### config.mk
export PLATFORM = sky130hd
export DESIGN_NAME = pic_irq_ctrl
export DESIGN_NICKNAME = d
export VERILOG_FILES = /design/src/common/pic_pkg.sv /design/src/common/pic_pulse_if.sv /design/src/design/pic_irq_ctrl.sv /design/src/design/pic_pulse_reg.sv
export SDC_FILE = /design/constraint.sdc
export NUM_CORES = 1
export LEC_CHECK = 0
export BUFFER_PORTS_ARGS = -buffer_cell sky130_fd_sc_hd__buf_4
export CORE_UTILIZATION = 50
export CTS_CLUSTER_DIAMETER = 150
export DETAILED_ROUTE_END_ITERATION = 8
export PLACE_DENSITY = 0.69
export SLEW_MARGIN = 15
export SYNTH_ARGS = -nofsm -noshare
export SYNTH_HDL_FRONTEND = slang
export SYNTH_HIERARCHICAL = 1
export SYNTH_SLANG_ARGS = --single-unit
### constraint.sdc
create_clock -name i_clk -period 7.61 [get_ports i_clk]
set_clock_uncertainty 0.15 [all_clocks]
set_input_delay 1.1415 -clock i_clk [delete_from_list [all_inputs] [get_ports i_clk]]
set_output_delay 1.1415 -clock i_clk [all_outputs]
set_load 0.03 [all_outputs]
### src/common/pic_pkg.sv
// Package with the register map, field layout and timing counts of the interrupt block.
package pic_pkg;
   localparam int unsigned ADDR_W        = 14;
   localparam int unsigned DATA_W        = 32;
   // Register byte offsets.
   localparam logic [13:0] OFF_EN_CLEAR  = 14'h3fd4;
   localparam logic [13:0] OFF_EN_SET    = 14'h3fd8;
   localparam logic [13:0] OFF_STATUS    = 14'h3fe0;
   localparam logic [13:0] OFF_EN_READ   = 14'h3fe4;
   localparam logic [13:0] OFF_CLR_PULSE = 14'h3fe8;
   localparam logic [13:0] OFF_SET_PULSE = 14'h3fec;
   // Field positions of the source vector.
   localparam int unsigned PAD_LSB       = 16;
   localparam int unsigned PAD_MSB       = 27;
   localparam int unsigned AUX_HIGH_BIT  = 10;
   localparam int unsigned RF_FIELD_BIT  = 9;
   localparam int unsigned BUS_LOW_BIT   = 8;
   localparam int unsigned AUX_LOW_BIT   = 7;
   localparam int unsigned CUR_LIM_BIT   = 6;
   localparam int unsigned TEMP1_BIT     = 5;
   localparam int unsigned TEMP0_BIT     = 4;
   localparam int unsigned SUSP_PREV_BIT = 3;
   localparam int unsigned SUSP_EXIT_BIT = 1;
   localparam int unsigned PIN_IRQ_BIT   = 0;
   // Implemented bits; 31:28, 15:11 and 2 are reserved.
   localparam logic [31:0] SRC_MASK      = 32'h0fff_07fb;
   localparam logic [31:0] RESET_VALUE   = 32'h0000_0000;
   // Cycles a written clear or set bit stays high before it drops by itself.
   localparam int unsigned PULSE_HOLD    = 2;
endpackage

### src/common/pic_pulse_if.sv
// Interface carrying a self-clearing pulse register write and its held bits.
`timescale 1ns/1ns
interface pic_pulse_if;
   logic        wr;
   logic [31:0] wdata;
   logic [31:0] hold;
   modport ctrl (output wr, output wdata, input hold);
   modport pulse (input wr, input wdata, output hold);
endinterface

### src/design/pic_irq_ctrl.sv
// Interrupt enable, status, clear and set logic of the power and clock control unit.
//
// The strobed register port was chosen for this implementation.
`timescale 1ns/1ns
module pic_irq_ctrl (
   input  wire logic        i_clk,       // Unit clock, 25 MHz.
   input  wire logic        i_resetn,    // Asynchronous reset, active low.
   input  wire logic [31:0] i_src,       // Source levels from pads and monitors.
   input  wire logic [13:0] i_addr,      // Register byte address.
   input  wire logic [31:0] i_wdata,     // Register write data.
   input  wire logic        i_wr,        // Write strobe, one cycle.
   input  wire logic        i_rd,        // Read strobe, one cycle.
   output logic      [31:0] o_rdata,     // Read data, valid the cycle after i_rd.
   output logic             o_irq        // Level interrupt, high while enabled flag set.
);
   logic        rst_meta;
   logic        rst_n;
   logic [31:0] src_meta;
   logic [31:0] src_sync;
   logic [31:0] src_prev;
   logic [31:0] enable;
   logic [31:0] status;
   logic [31:0] rdata;
   logic [31:0] next_enable;
   logic [31:0] next_status;
   logic [31:0] next_rdata;
   logic [31:0] src_rise;
   logic [31:0] wdata_m;
   logic        wr_en_set;
   logic        wr_en_clear;
   logic        hit_status;
   logic        hit_en_read;
   logic [31:0] clr_hold;
   logic [31:0] set_hold;
   logic [31:0] en_word;
   logic [31:0] status_word;
   logic [31:0] clr_word;
   logic [31:0] set_word;
   // Per-source field views; bit 11 of every pad field belongs to pad 12.
   logic [11:0] pad_rise_irq_en;
   logic        aux_bus_supply_high_irq_en;
   logic        rf_field_activity_irq_en;
   logic        bus_supply_low_irq_en;
   logic        aux_bus_supply_low_irq_en;
   logic        power_stage_current_limit_irq_en;
   logic        temp_sensor1_err_irq_en;
   logic        temp_sensor0_err_irq_en;
   logic        suspend_prevented_irq_en;
   logic        suspend_exit_irq_en;
   logic        pin_irq_en;
   logic [11:0] pad_rise_irq_flag;
   logic        aux_bus_supply_high_irq_flag;
   logic        rf_field_activity_irq_flag;
   logic        bus_supply_low_irq_flag;
   logic        aux_bus_supply_low_irq_flag;
   logic        power_stage_current_limit_irq_flag;
   logic        temp_sensor1_err_irq_flag;
   logic        temp_sensor0_err_irq_flag;
   logic        suspend_prevented_irq_flag;
   logic        suspend_exit_irq_flag;
   logic        pin_irq_flag;
   logic [11:0] pad_rise_irq_clr;
   logic        aux_bus_supply_high_irq_clr;
   logic        rf_field_activity_irq_clr;
   logic        bus_supply_low_irq_clr;
   logic        aux_bus_supply_low_irq_clr;
   logic        power_stage_current_limit_irq_clr;
   logic        temp_sensor1_err_irq_clr;
   logic        temp_sensor0_err_irq_clr;
   logic        suspend_prevented_irq_clr;
   logic        suspend_exit_irq_clr;
   logic        pin_irq_clr;
   logic [11:0] pad_rise_irq_set;
   logic        aux_bus_supply_high_irq_set;
   logic        rf_field_activity_irq_set;
   logic        bus_supply_low_irq_set;
   logic        aux_bus_supply_low_irq_set;
   logic        power_stage_current_limit_irq_set;
   logic        temp_sensor1_err_irq_set;
   logic        temp_sensor0_err_irq_set;
   logic        suspend_prevented_irq_set;
   logic        suspend_exit_irq_set;
   logic        pin_irq_set;

   pic_pulse_if clr_if ();
   pic_pulse_if set_if ();

   // Reset is released through two flops so every flop leaves reset on the same edge.
   always_ff @(posedge i_clk or negedge i_resetn) begin
      if (!i_resetn) begin
         rst_meta <= 1'b0;
         rst_n    <= 1'b0;
      end else begin
         rst_meta <= 1'b1;
         rst_n    <= rst_meta;
      end
   end

   // Sources come from pads and analog monitors, so they are synchronised first.
   always_ff @(posedge i_clk or negedge rst_n) begin
      if (!rst_n) begin
         src_meta <= 32'h0000_0000;
         src_sync <= 32'h0000_0000;
         src_prev <= 32'h0000_0000;
      end else begin
         src_meta <= i_src;
         src_sync <= src_meta;
         src_prev <= src_sync;
      end
   end

   // Every register hit goes through one comparator shape, so a change of address width
   // touches a single place.
   function automatic logic addr_is(input logic [13:0] addr, input logic [13:0] off);
      return addr == off;
   endfunction

   // Every source raises its flag on a rising level; a held level fires only once.
   assign src_rise    = src_sync & ~src_prev & pic_pkg::SRC_MASK;
   assign wdata_m     = i_wdata & pic_pkg::SRC_MASK;
   assign wr_en_set   = i_wr && addr_is(i_addr, pic_pkg::OFF_EN_SET);
   assign wr_en_clear = i_wr && addr_is(i_addr, pic_pkg::OFF_EN_CLEAR);
   assign hit_status  = addr_is(i_addr, pic_pkg::OFF_STATUS);
   assign hit_en_read = addr_is(i_addr, pic_pkg::OFF_EN_READ);

   assign clr_if.wr    = i_wr && addr_is(i_addr, pic_pkg::OFF_CLR_PULSE);
   assign clr_if.wdata = i_wdata;
   assign set_if.wr    = i_wr && addr_is(i_addr, pic_pkg::OFF_SET_PULSE);
   assign set_if.wdata = i_wdata;
   // The held pulse bits are read through plain copies so the field views stay local.
   assign clr_hold     = clr_if.hold;
   assign set_hold     = set_if.hold;

   pic_pulse_reg #(
      .HOLD (pic_pkg::PULSE_HOLD)
   ) u_clr_pulse (
      .i_clk   (i_clk),
      .i_rst_n (rst_n),
      .bus     (clr_if.pulse)
   );

   pic_pulse_reg #(
      .HOLD (pic_pkg::PULSE_HOLD)
   ) u_set_pulse (
      .i_clk   (i_clk),
      .i_rst_n (rst_n),
      .bus     (set_if.pulse)
   );

   // Writing one enables, writing one to the disable register withdraws, zero is no-op.
   assign next_enable = wr_en_set   ? (enable | wdata_m)  :
                        wr_en_clear ? (enable & ~wdata_m) :
                                      enable;

   // Rebuilds a register word from its per-source fields. Reserved positions come out
   // as zero, which keeps them reading zero whatever software wrote there.
   function automatic logic [31:0] pack_src(
      input logic [11:0] pads,        // Pads 12 down to 1, bit 11 is pad 12.
      input logic        aux_high,    // Aux bus supply above threshold.
      input logic        rf_field,    // Contactless field activity.
      input logic        bus_low,     // Bus supply fell low.
      input logic        aux_low,     // Aux bus supply fell low.
      input logic        cur_lim,     // Power stage current limiter active.
      input logic        temp1,       // Temperature sensor 1 error.
      input logic        temp0,       // Temperature sensor 0 error.
      input logic        susp_prev,   // Requested suspend was prevented.
      input logic        susp_exit,   // Exit from suspend.
      input logic        pin          // General pin interrupt.
   );
      logic [31:0] word;
      word                                    = 32'h0000_0000;
      word[pic_pkg::PAD_MSB:pic_pkg::PAD_LSB] = pads;
      word[pic_pkg::AUX_HIGH_BIT]             = aux_high;
      word[pic_pkg::RF_FIELD_BIT]             = rf_field;
      word[pic_pkg::BUS_LOW_BIT]              = bus_low;
      word[pic_pkg::AUX_LOW_BIT]              = aux_low;
      word[pic_pkg::CUR_LIM_BIT]              = cur_lim;
      word[pic_pkg::TEMP1_BIT]                = temp1;
      word[pic_pkg::TEMP0_BIT]                = temp0;
      word[pic_pkg::SUSP_PREV_BIT]            = susp_prev;
      word[pic_pkg::SUSP_EXIT_BIT]            = susp_exit;
      word[pic_pkg::PIN_IRQ_BIT]              = pin;
      return word;
   endfunction

   // Named field views of each source vector. Every word is rebuilt through pack_src,
   // so one table of positions serves readback, status and both pulse registers.
   assign pad_rise_irq_en = enable[pic_pkg::PAD_MSB:pic_pkg::PAD_LSB];
   assign aux_bus_supply_high_irq_en = enable[pic_pkg::AUX_HIGH_BIT];
   assign rf_field_activity_irq_en = enable[pic_pkg::RF_FIELD_BIT];
   assign bus_supply_low_irq_en = enable[pic_pkg::BUS_LOW_BIT];
   assign aux_bus_supply_low_irq_en = enable[pic_pkg::AUX_LOW_BIT];
   assign power_stage_current_limit_irq_en = enable[pic_pkg::CUR_LIM_BIT];
   assign temp_sensor1_err_irq_en = enable[pic_pkg::TEMP1_BIT];
   assign temp_sensor0_err_irq_en = enable[pic_pkg::TEMP0_BIT];
   assign suspend_prevented_irq_en = enable[pic_pkg::SUSP_PREV_BIT];
   assign suspend_exit_irq_en = enable[pic_pkg::SUSP_EXIT_BIT];
   assign pin_irq_en = enable[pic_pkg::PIN_IRQ_BIT];
   assign en_word = pack_src(pad_rise_irq_en, aux_bus_supply_high_irq_en,
      rf_field_activity_irq_en, bus_supply_low_irq_en, aux_bus_supply_low_irq_en,
      power_stage_current_limit_irq_en, temp_sensor1_err_irq_en, temp_sensor0_err_irq_en,
      suspend_prevented_irq_en, suspend_exit_irq_en, pin_irq_en);

   // Pending flags sit at the same positions as their enables, so software can mask
   // the status word with the readback word directly.
   assign pad_rise_irq_flag = status[pic_pkg::PAD_MSB:pic_pkg::PAD_LSB];
   assign aux_bus_supply_high_irq_flag = status[pic_pkg::AUX_HIGH_BIT];
   assign rf_field_activity_irq_flag = status[pic_pkg::RF_FIELD_BIT];
   assign bus_supply_low_irq_flag = status[pic_pkg::BUS_LOW_BIT];
   assign aux_bus_supply_low_irq_flag = status[pic_pkg::AUX_LOW_BIT];
   assign power_stage_current_limit_irq_flag = status[pic_pkg::CUR_LIM_BIT];
   assign temp_sensor1_err_irq_flag = status[pic_pkg::TEMP1_BIT];
   assign temp_sensor0_err_irq_flag = status[pic_pkg::TEMP0_BIT];
   assign suspend_prevented_irq_flag = status[pic_pkg::SUSP_PREV_BIT];
   assign suspend_exit_irq_flag = status[pic_pkg::SUSP_EXIT_BIT];
   assign pin_irq_flag = status[pic_pkg::PIN_IRQ_BIT];
   assign status_word = pack_src(pad_rise_irq_flag, aux_bus_supply_high_irq_flag,
      rf_field_activity_irq_flag, bus_supply_low_irq_flag, aux_bus_supply_low_irq_flag,
      power_stage_current_limit_irq_flag, temp_sensor1_err_irq_flag, temp_sensor0_err_irq_flag,
      suspend_prevented_irq_flag, suspend_exit_irq_flag, pin_irq_flag);

   // Clear pulses are held for the full hold time, so each field stays high two cycles.
   assign pad_rise_irq_clr = clr_hold[pic_pkg::PAD_MSB:pic_pkg::PAD_LSB];
   assign aux_bus_supply_high_irq_clr = clr_hold[pic_pkg::AUX_HIGH_BIT];
   assign rf_field_activity_irq_clr = clr_hold[pic_pkg::RF_FIELD_BIT];
   assign bus_supply_low_irq_clr = clr_hold[pic_pkg::BUS_LOW_BIT];
   assign aux_bus_supply_low_irq_clr = clr_hold[pic_pkg::AUX_LOW_BIT];
   assign power_stage_current_limit_irq_clr = clr_hold[pic_pkg::CUR_LIM_BIT];
   assign temp_sensor1_err_irq_clr = clr_hold[pic_pkg::TEMP1_BIT];
   assign temp_sensor0_err_irq_clr = clr_hold[pic_pkg::TEMP0_BIT];
   assign suspend_prevented_irq_clr = clr_hold[pic_pkg::SUSP_PREV_BIT];
   assign suspend_exit_irq_clr = clr_hold[pic_pkg::SUSP_EXIT_BIT];
   assign pin_irq_clr = clr_hold[pic_pkg::PIN_IRQ_BIT];
   assign clr_word = pack_src(pad_rise_irq_clr, aux_bus_supply_high_irq_clr,
      rf_field_activity_irq_clr, bus_supply_low_irq_clr, aux_bus_supply_low_irq_clr,
      power_stage_current_limit_irq_clr, temp_sensor1_err_irq_clr, temp_sensor0_err_irq_clr,
      suspend_prevented_irq_clr, suspend_exit_irq_clr, pin_irq_clr);

   // Software set pulses let a handler be tested without driving the real source.
   assign pad_rise_irq_set = set_hold[pic_pkg::PAD_MSB:pic_pkg::PAD_LSB];
   assign aux_bus_supply_high_irq_set = set_hold[pic_pkg::AUX_HIGH_BIT];
   assign rf_field_activity_irq_set = set_hold[pic_pkg::RF_FIELD_BIT];
   assign bus_supply_low_irq_set = set_hold[pic_pkg::BUS_LOW_BIT];
   assign aux_bus_supply_low_irq_set = set_hold[pic_pkg::AUX_LOW_BIT];
   assign power_stage_current_limit_irq_set = set_hold[pic_pkg::CUR_LIM_BIT];
   assign temp_sensor1_err_irq_set = set_hold[pic_pkg::TEMP1_BIT];
   assign temp_sensor0_err_irq_set = set_hold[pic_pkg::TEMP0_BIT];
   assign suspend_prevented_irq_set = set_hold[pic_pkg::SUSP_PREV_BIT];
   assign suspend_exit_irq_set = set_hold[pic_pkg::SUSP_EXIT_BIT];
   assign pin_irq_set = set_hold[pic_pkg::PIN_IRQ_BIT];
   assign set_word = pack_src(pad_rise_irq_set, aux_bus_supply_high_irq_set,
      rf_field_activity_irq_set, bus_supply_low_irq_set, aux_bus_supply_low_irq_set,
      power_stage_current_limit_irq_set, temp_sensor1_err_irq_set, temp_sensor0_err_irq_set,
      suspend_prevented_irq_set, suspend_exit_irq_set, pin_irq_set);

   // Zero bits of the clear pulse keep the flag; an event in the first of the two clear cycles is cleared again by the second.
   assign next_status = ((status & ~clr_word) | src_rise | set_word)
                        & pic_pkg::SRC_MASK;

   // Readback is rebuilt from the field views, so reserved positions always read zero.
   assign next_rdata  = hit_en_read ? en_word     :
                        hit_status  ? status_word :
                                      32'h0000_0000;

   always_ff @(posedge i_clk or negedge rst_n) begin
      if (!rst_n) begin
         enable <= pic_pkg::RESET_VALUE;
         status <= pic_pkg::RESET_VALUE;
      end else begin
         enable <= next_enable;
         status <= next_status;
      end
   end

   // Read data stand only in the cycle after the strobe and are zero otherwise.
   always_ff @(posedge i_clk or negedge rst_n) begin
      if (!rst_n) begin
         rdata <= 32'h0000_0000;
      end else begin
         rdata <= i_rd ? next_rdata : 32'h0000_0000;
      end
   end

   assign o_rdata = rdata;
   assign o_irq   = |(status & enable);
endmodule // pic_irq_ctrl

### src/design/pic_pulse_reg.sv
// Write-only register whose bits written with one drop back to zero by themselves.
`timescale 1ns/1ns
module pic_pulse_reg #(
   parameter int unsigned HOLD = pic_pkg::PULSE_HOLD
) (
   input  wire logic   i_clk,     // Unit clock.
   input  wire logic   i_rst_n,   // Synchronised reset, active low.
   pic_pulse_if.pulse  bus        // Write strobe, data and held bits.
);
   localparam int unsigned CW = $clog2(HOLD + 1);
   localparam logic [CW-1:0] LAST = CW'(HOLD - 1);

   logic [31:0]   hold;
   logic [CW-1:0] age;

   assign bus.hold = hold;

   // A new write restarts the hold and replaces the held bits, so only the last of back-to-back writes gets full length.
   always_ff @(posedge i_clk or negedge i_rst_n) begin
      if (!i_rst_n) begin
         hold <= 32'h0000_0000;
         age  <= '0;
      end else if (bus.wr) begin
         hold <= bus.wdata & pic_pkg::SRC_MASK;
         age  <= '0;
      end else if (age == LAST) begin
         hold <= 32'h0000_0000;
      end else begin
         age  <= age + CW'(1);
      end
   end
endmodule // pic_pulse_reg

==> results of run 1 <==
==> layout by cell type, fill, tap and decap left out, drive strengths merged <==
cell type  instances
nand4b             3
buf               90
bufinv             2
nor2b              2
dfrtp            182
clkinvlp           4
a22oi              3
inv               49
or3b               1
o21ai             22
nor2              27
nor3               1
and4               1
mux2i             22
clkbuf            19
nor4               2
or4                2
nand2b             1
conb              11
nand2             24
a22o              70
ha                 2
clkinv             4
a21oi             22
nand4              2
xor2               2
a211oi             2
or3                1
a221oi             4
==> power by group through the flow <==
| stage | sequential [µW] | combinational [µW] | clock, µW |
|---|---|---|---|
| global placement | 1030 | 163 | 0 |
| detailed placement | 1030 | 169 | 0 |
| finish | 1010 | 169 | 874 |
| floorplan | 1040 | 112 | 0 |
| CTS | 1010 | 170 | 892 |
| global route | 1020 | 186 | 928 |
==> path summary, 6_finish.rpt <==
kind	from	endpoint	slack (ns)	depth (start not counted)
worst max register to register	u_set_pulse/age[0]	u_set_pulse/bus.hold[1]	5.85	3
min in group i_clk	src_meta[24]	src_sync[24]	0.20	0
worst max-delay path	flop	o_irq	4.38	5
worst min register to register	rst_n	u_clr_pulse/bus.hold[8]	0.04	0
max in group asynchronous	rst_n	o_rdata[5]	6.13	1
worst min-delay path	rst_n	u_clr_pulse/bus.hold[8]	0.04	0
==> through the flow <==
step           total power [µW]  cells  hold WS, ns  utilization
3_5_place_dp               1200    717       0.0427        0.571
4_1_cts                    2070    749       0.0438        0.618
3_3_place_gp               1190    717       0.0354        0.571
2_1_floorplan              1150    484        0.181            -
5_1_grt                    2130    749       0.0616        0.619
6_report                   2050    749       0.0386        0.619
==> area by class of cell <==
| type | count | area share |
|---|---|---|
| Sequential cell | 182 | 0.584 |
| Multi-Input combinational cell | 227 | 0.203 |
| Timing Repair Buffer | 90 | 0.0870 |
| Clock buffer | 19 | 0.0580 |
| Tap cell | 172 | 0.0276 |
| Inverter | 46 | 0.0221 |
| Clock inverter | 13 | 0.0189 |
==> layer usage <==
layer	part of all wire	global-route usage
met1	0.44	0.256
met4	0.014	0.0812
met2	0.49	0.339
met3	0.049	0.0586
met5	0	0
==> flow_metrics.py, run 1 <==
metrics = {
    "layout": {
        "multi_input_area_um2": 1580,
        "n_antenna_cell": 0,
        "seqCellArea_um2": 4560,
        "drive_gt1_frac": 0.229,
        "design_area_um2": 7810,
        "area_growth_pct": 20.5,
        "nets": 648,
        "n_fill_cell": 1029,
    },
    "hold_path": {
        "min_path_type": "reg -> async",
    },
    "detailed_routing": {
        "wirelength_um": 12600,
        "dr.pass1.iters": 5,
        "antenna_left": 0,
        "routedWlPerCell_um": 16.8,
        "vias": 3888,
        "avgViaCountPerCell": 5.19,
        "drc": 0,
        "drtIter0Drc": 244,
    },
    "die": {
        "initial_core_util": 0.514,
        "core_um2": 12600,
        "die_h_um": 116,
        "io_pins": 115,
        "die_w_um": 116,
        "row_count": 41,
        "dieArea_um2": 13400,
    },
    "placed_design": {
        "gp_congestion": 0.764,
        "place_area_um2": 7200,
        "dpl.hpwl_um": 7560,
        "port_buffers": 84,
        "pre_cts_slack_ns": 4.32,
    },
    "grt": {
        "grt_max_degree": 92,
        "grt_pass1_vias": 3924,
        "grt_remaining_overflow": 0,
        "grt.total_usage": 0.205,
        "grt_pass1_wl_um": 20000,
        "antenna_found_initial": 0,
    },
    "clock_tree": {
        "cts_buffers": 17,
        "insertion_delay_ns": 0.42,
        "cts_resized": 0,
        "hold_buffers": 0,
        "htree_levels": 4,
        "clk_pin_slew_ns": 0.07,
        "cts_root_buffer": "clkbuf_16",
        "clock-sinks": 182,
        "clockBufferDepth": 2,
        "cts_tree": "yes",
        "cts_setup_buffers": 0,
    },
    "timing": {
        "worst-slew-pin-transition_ns": 0.879,
        "fin_crit_ns": 3.23,
        "relSlewSlack": 0.414,
        "drv_slew": 0,
        "tns_ns": 0,
        "setup_ws_ns": 4.38,
        "fmax_mhz": 309,
        "hold_violations": 0,
        "rsz0062_at_grt": "false",
        "post-route-period-util": 0.425,
        "finalSetupViolCount": 0,
    },
    "synth": {
        "avgSynthCellArea_um2": 13.6,
        "yosysWarnings": 6,
        "postSynthCellCount": 475,
        "syn_area_um2": 6480,
    },
    "power_and_ir_drop": {
        "ir_drop_uv": 221,
        "swShare": 0.243,
        "p_per_area_nw_per_um2": 263,
        "p_int_uw": 1560,
        "clkPwrFrac": 0.425,
        "switchingPower_uw": 498,
        "seqPwrFrac": 0.493,
        "p_leak_uw": 0.00374,
        "power_frac_comb": 0.082,
    },
    "setup_path": {
        "path_class": "reg -> out",
        "cpMaxStageDelayCell": "dfrtp_1",
        "cp_num_buf_inv": 1,
        "startpoint_type": "flop",
        "crit_fanout": 3,
        "cp.arrival_ns": 1.94,
        "path_cells": "a22o_1, a221oi_1, and4_1, nand4_1, buf_4",
        "crit_path_end_kind": "primary output",
        "required_ns": 6.32,
        "cpLargestDelayFamily": "compound AO/OA/AOI/OAI gates",
        "max_stage_delay_ns": 0.40,
    },
    "outcome": {
        "status": "finished, final reports clean",
    },
    "job": {
        "drv_cap": 0,
    },
}
(Power assumes the default switching activity.)
==> run 2: changes to the inputs <==
==> constraint.sdc (replaced) <==
create_clock -name i_clk -period 3 [get_ports i_clk]
set_clock_uncertainty 0.15 [all_clocks]
set_input_delay 0.45 -clock i_clk [delete_from_list [all_inputs] [get_ports i_clk]]
set_output_delay 0.45 -clock i_clk [all_outputs]
set_load 0.03 [all_outputs]
==> run 2 against run 1 <==
  * First-iteration DRC count is 21% higher
  * Register-to-register slack worse by 4.6 ns
  * Cell area is 2.9% higher
  * Sequential share of layout area is 1.6 points lower
  * Utilization is 1.8 points higher
  * Routed wire length is 0.53% higher
  * Sequential cell count stayed put
  * Via count is 4.5% higher
  * Worst hold slack better by 0.087 ns
  * Sequential power grew to 2.5 times the previous value
  * Combinational power grew to 2.7 times the previous value
  * Clock-buffer cell count is 2 higher
==> flow_metrics.py, run 2 (synthesis gave the netlist of run 1 again) <==
metrics = {
    "setup_path": {
        "timing.rr.start": "u_set_pulse/age[0]",
        "required_ns": 2.40,
        "cp.arrival_ns": 1.99,
        "crit_fanout": 3,
        "ff2ff_setup_slack_ns": 1.29,
        "path_class": "reg -> out",
        "crit_path_end_kind": "primary output",
        "startpoint_type": "flop",
        "rr_endpoint": "u_set_pulse/bus.hold[23]",
        "ff2ff_path_depth": 3,
    },
    "placed_design": {
        "gp_congestion": 0.762,
        "place_area_um2": 7230,
        "pre_cts_slack_ns": 0.498,
        "port_buffers": 84,
        "dpl.hpwl_um": 7930,
        "dp_cells": 720,
    },
    "power_and_ir_drop": {
        "ir_drop_uv": 487,
        "power_uw": 5140,
        "swShare": 0.238,
        "p_per_area_nw_per_um2": 640,
        "clkPwrFrac": 0.413,
        "p_int_uw": 3920,
        "switchingPower_uw": 1220,
        "seqPwrFrac": 0.499,
        "power_frac_comb": 0.088,
        "p_leak_uw": 0.00384,
    },
    "die": {
        "io_pins": 115,
        "core_um2": 12600,
        "die_h_um": 116,
        "dieArea_um2": 13400,
        "initial_core_util": 0.514,
        "die_w_um": 116,
        "row_count": 41,
    },
    "layout": {
        "area_growth_pct": 24.0,
        "final_cell_mix": "dfrtp_1, buf_4, a22o_1",
        "stdcell_count": 776,
        "drive_gt1_frac": 0.217,
        "seqCellArea_um2": 4560,
        "nets": 675,
        "final_common_cell": "dfrtp_1",
        "n_fill_cell": 1006,
        "multi_input_area_um2": 1580,
        "n_antenna_cell": 0,
        "design_area_um2": 8040,
    },
    "hold_path": {
        "hold_path_depth": 2,
        "hp-start": "i_wdata[10]",
        "min_path_type": "in -> reg",
    },
    "detailed_routing": {
        "vias": 4064,
        "drtIter0Drc": 295,
        "drc": 0,
        "wirelength_um": 12600,
        "routedWlPerCell_um": 16.3,
        "avgViaCountPerCell": 5.24,
        "antenna_left": 0,
        "dr.pass1.iters": 4,
    },
    "timing": {
        "relSlewSlack": 0.480,
        "setup_ws_ns": 0.410,
        "finalSetupViolCount": 0,
        "hold_violations": 0,
        "tns_ns": 0,
        "fmax_mhz": 386,
        "drv_slew": 0,
        "post-route-period-util": 0.863,
        "rsz0062_at_grt": "false",
        "worst-slew-pin-transition_ns": 0.780,
        "fin_crit_ns": 2.59,
    },
    "grt": {
        "grt_pass1_vias": 4225,
        "grt.total_usage": 0.212,
        "grt_pass1_wl_um": 20800,
        "antenna_found_initial": 0,
        "grt_max_degree": 66,
        "grt_remaining_overflow": 0,
    },
    "outcome": {
        "status": "finished, final reports clean",
    },
    "clock_tree": {
        "clk_pin_slew_ns": 0.06,
        "clock-sinks": 182,
        "htree_levels": 4,
        "insertion_delay_ns": 0.43,
        "cts_root_buffer": "clkbuf_16",
        "clockBufferDepth": 2,
        "cts_buffers": 17,
        "cts_resized": 0,
        "cts_tree": "yes",
    },
    "job": {
        "drv_cap": 0,
    },
}
## run 2: how the worst max path moves through the flow
stage | end | slack, ns | depth (start not counted)
final | o_irq | 0.41 | 5
after global routing | o_irq | 0.33 | 5
after CTS | o_irq | 0.40 | 5
after detailed placement | flop | 0.50 | 6
after global placement | flop | 0.52 | 6
after floorplan | u_clr_pulse/bus.hold[10] | 0.94 | 7
## run 2: power groups by stage
| stage | Combinational (µW) | Clock, µW | Sequential (µW) |
|---|---|---|---|
| floorplan | 284 | 0 | 2630 |
| global placement | 415 | 0 | 2610 |
| detailed placement | 435 | 0 | 2610 |
| CTS | 463 | 2180 | 2560 |
| global route | 506 | 2270 | 2570 |
| finish | 455 | 2120 | 2560 |
## run 2: layout make-up
class                      count  share of cell area
timing repair buffer         117               0.117
multi-input combinational    227               0.197
sequential                   182               0.567
clock inverter                11              0.0159
inverter                      46              0.0215
clock buffer                  21              0.0548
tap                          172              0.0268
## run 2: what timing repair did
item / in CTS / in global routing
hold buffers: 24 / 0
setup buffers: 0 / 0
hold endpoints to repair: 28 / 0
## run 2: worst max-delay path, cell delays in order, from the launching register on
cell      delay, ns
dfrtp_1        0.40
a22o_1         0.25
a221oi_1       0.32
and4_1         0.30
nand4_1        0.11
buf_4          0.19
## run 2: stage by stage
step | hold WS, ns | utilization
CTS | 0.112 | 0.637
global placement | -0.0352 | 0.573
detailed placement | -0.0301 | 0.573
global route | 0.118 | 0.637
finish | 0.126 | 0.637
floorplan | 0.00441 | -
## run 2: routing by layer
metal / GRT usage / part of all wire
met3: 0.0622 / 0.059
met4: 0.0872 / 0.017
met1: 0.267 / 0.42
met2: 0.344 / 0.50
met5: 0 / 0
